`src/include/octal_switch_pkg.sv`:
```
package octal_switch_pkg;
    localparam int unsigned CHANNELS = 8;
    localparam int unsigned FRAME_BITS = 16;
    localparam logic [4:0] FRAME_COUNT = 5'h10;
    localparam logic [7:0] CTRL_DIAG_ONLY = 8'h00;
    // Diagnostic pair codes, upper bit shifted first
    localparam logic [1:0] DIAG_OK = 2'h3;
    localparam logic [1:0] DIAG_CURRENT_LIMIT = 2'h2;
    localparam logic [1:0] DIAG_OPEN_LOAD = 2'h1;
    localparam logic [1:0] DIAG_SHORT_GND = 2'h0;
    localparam logic [7:0] OUTPUT_RESET = 8'h00;
    localparam logic [15:0] DIAG_RESET = 16'hffff;
    // Settle time the master waits before the read-back frame
    localparam int unsigned SETTLE_TIME_US = 150;
    localparam int unsigned SYS_CLK_MHZ = 25;
    localparam int unsigned SETTLE_CYCLES = SETTLE_TIME_US * SYS_CLK_MHZ;
    typedef enum logic [1:0] {
        ST_IDLE = 2'b00,
        ST_SHIFT = 2'b01,
        ST_DONE = 2'b11
    } frame_state_t;
endpackage

```
`src/include/diag_if.sv`:
```
`timescale 1ns/1ps
`default_nettype none
interface diag_if;
    logic [15:0] word;
    logic active;
    logic clear;
    modport latch (output word, output active, input clear);
    modport user (input word, input active, output clear);
endinterface
`default_nettype wire

```
`src/rtl/octal_switch_spi.sv`:
```
`timescale 1ns/1ps
`default_nettype none
// Functional notes
// - Reset low clears shift register and turns every channel off.
// - Fault pin drops low once any channel has a latched error.
// - Faults are latched; a newer error overwrites the stored code.
// - Serial output is released while chip select is high.
// - With chip select low every diagnosis bit can be shifted out.
// - Chip select rising edge clears latched error codes, except on channels whose fault is still present.
// - Two diagnostic bits per channel in the output word.
// - Fault-free channel reports both bits high.
// - Current limit active reports high then low.
// - Open load reports low then high.
// - Short to ground reports both bits low.
// - Control byte zero means diagnosis only; outputs kept.
// - Any other control byte loads data, ANDed with parallel inputs 1-4.
// - New output state applied at chip select rising edge.
// - Frame is control byte then data byte, one bit per channel.
// - Frame accepted only with exactly sixteen clock pulses.
// - Input and output both shift most significant bit first.
// - Chip select falling edge loads diagnosis into shift register.
module octal_switch_spi (
    input wire logic sys_clk_i,
    input wire logic rst_n_i,
    input wire logic reset_pin_n_i,
    input wire logic cs_n_i,
    input wire logic sclk_i,
    input wire logic sdi_i,
    output logic sdo_o,
    output logic sdo_oe_o,
    output logic fault_n_o,
    output logic fault_n_oe_o,
    input wire logic input_polarity_select_i,
    input wire logic [3:0] parallel_channel_in_i,
    input wire logic [7:0] current_limit_i,
    input wire logic [7:0] open_load_i,
    input wire logic [7:0] short_gnd_i,
    output logic [7:0] power_channel_out_o
);
    diag_if dg ();

    logic [2:0] cs_sync_reg;
    logic [2:0] sclk_sync_reg;
    logic [1:0] sdi_sync_reg;
    logic [1:0] rstp_sync_reg;
    logic [1:0] pol_sync_reg;
    logic [3:0] par_a_reg;
    logic [3:0] par_b_reg;

    // Two-stage synchronisers; third stage only for edge detection
    always_ff @(posedge sys_clk_i or negedge rst_n_i) begin
        if (!rst_n_i) begin
            cs_sync_reg <= 3'h7;
            sclk_sync_reg <= 3'h0;
            sdi_sync_reg <= 2'h0;
            rstp_sync_reg <= 2'h0;
            pol_sync_reg <= 2'h3;
            par_a_reg <= 4'h0;
            par_b_reg <= 4'h0;
        end else begin
            cs_sync_reg <= {cs_sync_reg[1:0], cs_n_i};
            sclk_sync_reg <= {sclk_sync_reg[1:0], sclk_i};
            sdi_sync_reg <= {sdi_sync_reg[0], sdi_i};
            rstp_sync_reg <= {rstp_sync_reg[0], reset_pin_n_i};
            pol_sync_reg <= {pol_sync_reg[0], input_polarity_select_i};
            par_a_reg <= parallel_channel_in_i;
            par_b_reg <= par_a_reg;
        end
    end

    logic cs_low;
    logic cs_fall;
    logic cs_rise;
    logic sclk_fall;
    logic sclk_rise;
    logic pin_reset;
    assign cs_low = !cs_sync_reg[1];
    assign cs_fall = cs_sync_reg[2] && !cs_sync_reg[1];
    assign cs_rise = !cs_sync_reg[2] && cs_sync_reg[1];
    assign sclk_fall = sclk_sync_reg[2] && !sclk_sync_reg[1];
    assign sclk_rise = !sclk_sync_reg[2] && sclk_sync_reg[1];
    assign pin_reset = !rstp_sync_reg[1];

    octal_switch_pkg::frame_state_t state_reg;
    logic [15:0] rx_reg;
    logic [15:0] tx_reg;
    logic [4:0] count_reg;
    logic [7:0] latch_reg;
    logic [7:0] out_reg;
    logic sdo_reg;
    logic sdo_oe_reg;
    logic fault_reg;
    logic clear_reg;

    // Frame sequencing follows chip select
    always_ff @(posedge sys_clk_i or negedge rst_n_i) begin
        if (!rst_n_i) begin
            state_reg <= octal_switch_pkg::ST_IDLE;
        end else begin
            case (state_reg)
                octal_switch_pkg::ST_IDLE: begin
                    if (cs_fall) begin
                        state_reg <= octal_switch_pkg::ST_SHIFT;
                    end
                end
                octal_switch_pkg::ST_SHIFT: begin
                    if (cs_rise) begin
                        state_reg <= octal_switch_pkg::ST_DONE;
                    end
                end
                octal_switch_pkg::ST_DONE: begin
                    state_reg <= octal_switch_pkg::ST_IDLE;
                end
                default: begin
                    state_reg <= octal_switch_pkg::ST_IDLE;
                end
            endcase
        end
    end

    // Receive shifter and pulse counter; counter saturates at 31
    always_ff @(posedge sys_clk_i or negedge rst_n_i) begin
        if (!rst_n_i) begin
            rx_reg <= 16'h0000;
            count_reg <= 5'h00;
        end else if (pin_reset) begin
            rx_reg <= 16'h0000;
            count_reg <= 5'h00;
        end else if (cs_fall) begin
            count_reg <= 5'h00;
        end else if (cs_low && sclk_fall) begin
            rx_reg <= {rx_reg[14:0], sdi_sync_reg[1]};
            if (count_reg != 5'h1f) begin
                count_reg <= count_reg + 5'h01;
            end
        end
    end

    // Transmit shifter: load on select, advance on clock rise
    always_ff @(posedge sys_clk_i or negedge rst_n_i) begin
        if (!rst_n_i) begin
            tx_reg <= octal_switch_pkg::DIAG_RESET;
            sdo_reg <= 1'b1;
            sdo_oe_reg <= 1'b0;
        end else if (cs_fall) begin
            tx_reg <= {dg.word[14:0], 1'b1};
            sdo_reg <= dg.word[15];
            sdo_oe_reg <= 1'b1;
        end else if (!cs_low) begin
            sdo_oe_reg <= 1'b0;
        end else if (sclk_rise) begin
            sdo_reg <= tx_reg[15];
            tx_reg <= {tx_reg[14:0], 1'b1};
        end
    end

    // Output latch updated at frame end; control byte gates it
    always_ff @(posedge sys_clk_i or negedge rst_n_i) begin
        if (!rst_n_i) begin
            latch_reg <= octal_switch_pkg::OUTPUT_RESET;
        end else if (pin_reset) begin
            latch_reg <= octal_switch_pkg::OUTPUT_RESET;
        end else if (cs_rise && state_reg == octal_switch_pkg::ST_SHIFT
                     && count_reg == octal_switch_pkg::FRAME_COUNT
                     && rx_reg[15:8] != octal_switch_pkg::CTRL_DIAG_ONLY) begin
            // Diagnosis-only frames fall through and keep the outputs
            latch_reg <= rx_reg[7:0];
        end
    end

    logic [3:0] par_on;
    assign par_on = pol_sync_reg[1] ? par_b_reg : ~par_b_reg;

    // Parallel inputs can only veto, never force a channel on
    always_ff @(posedge sys_clk_i or negedge rst_n_i) begin
        if (!rst_n_i) begin
            out_reg <= octal_switch_pkg::OUTPUT_RESET;
        end else if (pin_reset) begin
            out_reg <= octal_switch_pkg::OUTPUT_RESET;
        end else begin
            out_reg <= {latch_reg[7:4], latch_reg[3:0] & par_on};
        end
    end

    // Clear pulse on select release; new faults still win inside
    always_ff @(posedge sys_clk_i or negedge rst_n_i) begin
        if (!rst_n_i) begin
            clear_reg <= 1'b0;
        end else begin
            clear_reg <= cs_rise;
        end
    end
    assign dg.clear = clear_reg;

    // Fault pin pulls low while any error is latched
    always_ff @(posedge sys_clk_i or negedge rst_n_i) begin
        if (!rst_n_i) begin
            fault_reg <= 1'b0;
        end else begin
            fault_reg <= dg.active;
        end
    end

    diag_latch u_diag (
        .sys_clk_i(sys_clk_i),
        .rst_n_i(rst_n_i),
        .current_limit_i(current_limit_i),
        .open_load_i(open_load_i),
        .short_gnd_i(short_gnd_i),
        .dg(dg)
    );

    assign sdo_o = sdo_reg;
    assign sdo_oe_o = sdo_oe_reg;
    assign fault_n_o = 1'b0;
    assign fault_n_oe_o = fault_reg;
    assign power_channel_out_o = out_reg;

    a_sdo_release: assert property (
        @(posedge sys_clk_i) disable iff (!rst_n_i)
        (cs_sync_reg[1] && cs_sync_reg[2]) |=> !sdo_oe_reg)
        else $error("serial output driven while deselected");
    a_diag_only_hold: assert property (
        @(posedge sys_clk_i) disable iff (!rst_n_i)
        (cs_rise && rx_reg[15:8] == octal_switch_pkg::CTRL_DIAG_ONLY
         && !pin_reset)
        |=> $stable(latch_reg))
        else $error("diagnosis-only frame changed outputs");
    a_frame_count: assert property (
        @(posedge sys_clk_i) disable iff (!rst_n_i)
        (cs_rise && count_reg != octal_switch_pkg::FRAME_COUNT && !pin_reset)
        |=> $stable(latch_reg))
        else $error("short frame accepted");
    a_frame_load: assert property (
        @(posedge sys_clk_i) disable iff (!rst_n_i)
        (cs_rise && count_reg == octal_switch_pkg::FRAME_COUNT
         && rx_reg[15:8] != octal_switch_pkg::CTRL_DIAG_ONLY && !pin_reset)
        |=> latch_reg == $past(rx_reg[7:0]))
        else $error("valid frame not loaded");
    a_reset_off: assert property (
        @(posedge sys_clk_i) disable iff (!rst_n_i)
        pin_reset |=> out_reg == 8'h00 && rx_reg == 16'h0000)
        else $error("pin reset did not clear outputs");
    a_fault_flag: assert property (
        @(posedge sys_clk_i) disable iff (!rst_n_i)
        dg.active |=> fault_n_oe_o)
        else $error("fault pin not asserted");
    a_diag_load: assert property (
        @(posedge sys_clk_i) disable iff (!rst_n_i)
        cs_fall |=> sdo_reg == $past(dg.word[15]) && sdo_oe_reg)
        else $error("diagnosis not loaded at select");
    a_par_and: assert property (
        @(posedge sys_clk_i) disable iff (!rst_n_i)
        (!pin_reset && !latch_reg[0]) |=> !out_reg[0])
        else $error("parallel input forced channel on");
endmodule
`default_nettype wire

```
`src/rtl/diag_latch.sv`:
```
`timescale 1ns/1ps
`default_nettype none
module diag_latch (
    input wire logic sys_clk_i,
    input wire logic rst_n_i,
    input wire logic [7:0] current_limit_i,
    input wire logic [7:0] open_load_i,
    input wire logic [7:0] short_gnd_i,
    diag_if.latch dg
);
    logic [15:0] word_reg;
    logic [7:0] flt_a_reg;
    logic [7:0] flt_b_reg;
    logic [15:0] word_next;

    // Fault inputs are asynchronous analog status; resync first
    always_ff @(posedge sys_clk_i or negedge rst_n_i) begin
        if (!rst_n_i) begin
            flt_a_reg <= 8'h00;
            flt_b_reg <= 8'h00;
        end else begin
            flt_a_reg <= current_limit_i;
            flt_b_reg <= flt_a_reg;
        end
    end

    logic [7:0] ol_a_reg, ol_b_reg, sg_a_reg, sg_b_reg;
    always_ff @(posedge sys_clk_i or negedge rst_n_i) begin
        if (!rst_n_i) begin
            ol_a_reg <= 8'h00;
            ol_b_reg <= 8'h00;
            sg_a_reg <= 8'h00;
            sg_b_reg <= 8'h00;
        end else begin
            ol_a_reg <= open_load_i;
            ol_b_reg <= ol_a_reg;
            sg_a_reg <= short_gnd_i;
            sg_b_reg <= sg_a_reg;
        end
    end

    // Per channel pair; channel eight sits in the top pair
    genvar ch;
    generate
        for (ch = 0; ch < 8; ch++) begin : g_ch
            always_comb begin
                word_next[2*ch+1:2*ch] = word_reg[2*ch+1:2*ch];
                if (dg.clear) begin
                    word_next[2*ch+1:2*ch] = octal_switch_pkg::DIAG_OK;
                end
                // Active fault wins over the clear and overwrites older code
                if (sg_b_reg[ch]) begin
                    word_next[2*ch+1:2*ch] =
                        octal_switch_pkg::DIAG_SHORT_GND;
                end else if (ol_b_reg[ch]) begin
                    word_next[2*ch+1:2*ch] =
                        octal_switch_pkg::DIAG_OPEN_LOAD;
                end else if (flt_b_reg[ch]) begin
                    word_next[2*ch+1:2*ch] =
                        octal_switch_pkg::DIAG_CURRENT_LIMIT;
                end
            end
        end
    endgenerate

    // Latched diagnosis word
    always_ff @(posedge sys_clk_i or negedge rst_n_i) begin
        if (!rst_n_i) begin
            word_reg <= octal_switch_pkg::DIAG_RESET;
        end else begin
            word_reg <= word_next;
        end
    end

    assign dg.word = word_reg;
    assign dg.active = (word_reg != octal_switch_pkg::DIAG_RESET);

    a_fault_latched: assert property (
        @(posedge sys_clk_i) disable iff (!rst_n_i)
        sg_b_reg[0] |=> word_reg[1:0] == octal_switch_pkg::DIAG_SHORT_GND)
        else $error("short to ground not latched");
    a_clear_restores: assert property (
        @(posedge sys_clk_i) disable iff (!rst_n_i)
        (dg.clear && !sg_b_reg[0] && !ol_b_reg[0] && !flt_b_reg[0])
        |=> word_reg[1:0] == octal_switch_pkg::DIAG_OK)
        else $error("clear did not restore normal code");
endmodule
`default_nettype wire

```
`config.mk`:
```
export PLATFORM = sky130hd
export DESIGN_NAME = octal_switch_spi
export DESIGN_NICKNAME = d
export VERILOG_FILES = /design/src/include/octal_switch_pkg.sv /design/src/include/diag_if.sv /design/src/rtl/octal_switch_spi.sv /design/src/rtl/diag_latch.sv
export SDC_FILE = /design/constraint.sdc
export NUM_CORES = 1
export LEC_CHECK = 0
export ABC_AREA = 1
export BUFFER_PORTS_ARGS = -buffer_cell sky130_fd_sc_hd__buf_2
export CORE_MARGIN = 2
export CORE_UTILIZATION = 45
export DETAILED_ROUTE_END_ITERATION = 6
export PLACE_DENSITY = 0.71
export RECOVER_POWER = 100
export REMOVE_ABC_BUFFERS = 1
export SYNTH_ARGS = -nofsm -noshare
export SYNTH_HDL_FRONTEND = slang
export SYNTH_SLANG_ARGS = --single-unit
```
`constraint.sdc`:
```
create_clock -name sys_clk_i -period 3.4 [get_ports sys_clk_i]
set_clock_uncertainty 0.1 [all_clocks]
set_input_delay 0.85 -clock sys_clk_i [delete_from_list [all_inputs] [get_ports sys_clk_i]]
set_output_delay 0.85 -clock sys_clk_i [all_outputs]
set_load 0.01 [all_outputs]
```
==> results.py <==
metrics = {
    "detailed_routing": {
        "first_iter_violations": 240,
        "detail_route.drc_violations": 0,
        "vias": 3134,
        "routed_wire_length_per_instance_um": 12.8,
        "vias_per_cell": 4.73,
        "postRouteWirelength_um": 8500,
        "detail_route.first_pass.iterations": 5,
        "drt.antenna.violating_nets": 0,
    },
    "worst_setup_path": {
        "cp.required_ns": 3.60,
        "regToRegStartpoint": "cs_sync_reg[1]",
        "critical_path_peak_fanout": 9,
        "critPathKind": "register to register",
        "startpoint": "cs_sync_reg[1]",
        "timing.critical_path.arrival_ns": 2.61,
        "endpoint_class_of_the_critical_path": "register",
        "worstSetupStartpointType": "register",
    },
    "timing": {
        "worst_slew_margin_rel_pct": 0.846,
        "timing.fmax_mhz": 415,
        "rsz0062_at_grt": "false",
        "final_setup_violation_count": 0,
        "timing.final.ws_setup_ns": 0.988,
        "shortest_clock_period_the_worst_path_allows_after_layout_ns": 2.41,
        "post-route-period-util_pct": 70.9,
        "timing.final.hold_violations": 0,
        "setup_tns_ns": 0,
        "timing_max_transition_violations_final": 0,
        "worst-slew-pin-transition_ns": 1.49,
    },
    "floorplan": {
        "floorplan.rows": 39,
        "initial_core_util_pct": 45.5,
        "die-height_um": 111,
        "die_area_mm2": 0.0123,
        "floorplan.io_pins": 47,
        "core_area_mm2": 0.0113,
        "die_x_um": 111,
    },
    "power_and_ir_drop": {
        "p_leak_uw": 0.00291,
        "worst_ir_drop_vdd_mv": 0.522,
        "power_density_mw_per_mm2": 643,
    },
    "flow_run": {
        "cap_violations": 0,
    },
    "global_route": {
        "grt_max_degree": 65,
        "grt_remaining_overflow": 0,
        "initial_antenna_violation_count": 0,
        "grt_pass1_wl_um": 14900,
        "vias_in_the_first_global_route": 3267,
        "grt_usage_pct": 15.3,
    },
    "logic_synthesis": {
        "post_synth_most_frequent_cells": "105 x sky130_fd_sc_hd__dfrtp_1, 91 x sky130_fd_sc_hd__nand2_1, 56 x sky130_fd_sc_hd__inv_1",
        "synth_seq_cells": 142,
        "synth_enable_flop_cells": 0,
        "synth_top_area_share_pct": 51.0,
        "synthesis.area_mm2": 0.00515,
        "synth_seq_area_share_pct": 69.8,
        "synthTopCellsByArea": "sky130_fd_sc_hd__dfrtp_1 51%, sky130_fd_sc_hd__dfstp_2 19%, sky130_fd_sc_hd__nand2_1 6.6%, sky130_fd_sc_hd__inv_1 4.1%, sky130_fd_sc_hd__o21ai_0 2.9%",
        "netlist-cell-type-count": 29,
        "netlist_instances": 454,
        "async_flop_share_pct": 100,
        "synth-warning-count": 0,
        "synth_top_flop_cell": "sky130_fd_sc_hd__dfrtp_1",
        "cell_taking_the_most_area_after_synthesis": "sky130_fd_sc_hd__dfrtp_1",
        "synth.avg_cell_area_um2": 11.4,
        "synth_most_common_cell": "sky130_fd_sc_hd__dfrtp_1",
    },
    "final_layout": {
        "layout-drive-gt1-share_pct": 21.2,
        "num-fill-cells": 982,
        "instances_no_fill": 663,
        "layout.area.seq_mm2": 0.00360,
        "multiInputGateArea_mm2": 0.00116,
        "number_of_nets_at_the_end_of_the_flow": 545,
        "antenna_diode_count": 0,
        "area_growth_pct": 16.2,
    },
    "clock_tree": {
        "tritoncts.num_buffers": 17,
        "post_cts.repair.setup_buffers": 0,
        "clock_tree_from_tritoncts": "built",
        "worstSkewPairLatency_ns": 0.41,
        "clk_root_buffer_cell": "sky130_fd_sc_hd__clkbuf_16",
        "gates_resized_cts_repair": 0,
        "hold_buf_cts": 0,
        "cts_num_sinks": 142,
        "cts_h_tree_depth": 4,
        "cts.clk_slew.worst_paths_ns": 0.06,
        "max-clock-path-buffers": 2,
    },
    "placed_design": {
        "io_buffer_count": 45,
        "place_ws_ns": 1.62,
        "place_congestion": 0.776,
        "place_inst": 631,
        "place_hpwl_um": 5200,
    },
    "hold_path": {
        "hp-class": "register to register",
        "worst_hold_startpoint": "u_diag.sg_a_reg[4]",
    },
    "status": {
        "run_status": "completed",
    },
}
metal layers:
metal / wire length [um] / global-route usage [%] / share of wire, %
met5: 0 / 0 / 0
met3: 191 / 4.10 / 2.2
met2: 4580 / 25.9 / 54
met1: 3630 / 18.4 / 43
met4: 99 / 6.91 / 1.2
cells in the final DEF (no fill, tap or decap), types with 3 or more instances in the layout:
cell type                      n
sky130_fd_sc_hd__clkbuf_16    17
sky130_fd_sc_hd__clkinvlp_4    6
sky130_fd_sc_hd__nand4_1       5
sky130_fd_sc_hd__clkbuf_1     13
sky130_fd_sc_hd__nor2_1       22
sky130_fd_sc_hd__o21ai_0      37
sky130_fd_sc_hd__nor3_1       16
sky130_fd_sc_hd__buf_2        32
sky130_fd_sc_hd__or2_0         5
sky130_fd_sc_hd__dfrtp_1     105
sky130_fd_sc_hd__inv_1        57
sky130_fd_sc_hd__xor2_1        4
sky130_fd_sc_hd__ha_1          3
sky130_fd_sc_hd__nand2_1      94
sky130_fd_sc_hd__dfstp_2      35
sky130_fd_sc_hd__nand3_1      25
sky130_fd_sc_hd__a21oi_1      12
sky130_fd_sc_hd__clkinv_4      3
sky130_fd_sc_hd__o21bai_1      8
final timing paths:
kind / end / slack, ns / depth (start not counted)
worst max-delay path: latch_reg[0] / 0.99 / 7
worst min-delay path: u_diag.sg_b_reg[4] / 0.25 / 0
worst max register to register: latch_reg[0] / 0.99 / 7
worst min register to register: u_diag.sg_b_reg[4] / 0.25 / 0
max in group asynchronous: u_diag.flt_a_reg[6] / 1.18 / 2
min in group asynchronous: u_diag.ol_a_reg[7] / 0.70 / 1
cells by family (layout without fill, tap and decap cells):
logic type	after synthesis	in the layout	share of synthesized area [%]
xor gates and xnor gates	4	4	0.680
and+or+nand+nor	172	172	15.5
DFF	142	142	69.8
AOI/OAI and AO/OA	60	60	7.01
adders and majority gates	3	3	0.728
buffers and inverters	72	138	6.21
other	1	1	0.0727
per-stage QoR:
step | power (uW) | instance area [um^2] | hold WS (ns) | util, %
2_1_floorplan | 2010 | 5050 | 0.231 | -
3_3_place_gp | 2100 | 5500 | 0.232 | 48.6
3_5_place_dp | 2110 | 5500 | 0.235 | 48.6
4_1_cts | 3910 | 6090 | 0.244 | 53.8
5_1_grt | 4010 | 5990 | 0.252 | 52.9
6_report | 3850 | 5990 | 0.246 | 52.9
worst max-delay path: stages, from the launching register on:
cell	delay, ns
sky130_fd_sc_hd__dfstp_1	0.61
sky130_fd_sc_hd__inv_1	0.14
sky130_fd_sc_hd__nor2_1	0.24
sky130_fd_sc_hd__nand2_4	0.07
sky130_fd_sc_hd__nor2_1	0.52
sky130_fd_sc_hd__nand2_1	0.38
sky130_fd_sc_hd__nand2_1	0.18
sky130_fd_sc_hd__nand2_1	0.07
cell type report:
| cell class | count | share of cell area, % |
|---|---|---|
| Timing Repair Buffer | 48 | 4.03 |
| Clock inverter | 13 | 2.36 |
| Multi-Input combinational cell | 240 | 19.4 |
| Tap cell | 143 | 2.99 |
| Sequential cell | 142 | 60.1 |
| Clock buffer | 19 | 7.56 |
| Inverter | 58 | 3.63 |
power by group:
part | internal, uW | total [uW] | leakage [uW] | switching [uW]
Combinational | 67.5 | 188 | 0.000942 | 120
Clock | 1120 | 1790 | 0.000273 | 672
Sequential | 1830 | 1880 | 0.00170 | 51.5
(Power assumes the default switching activity.)
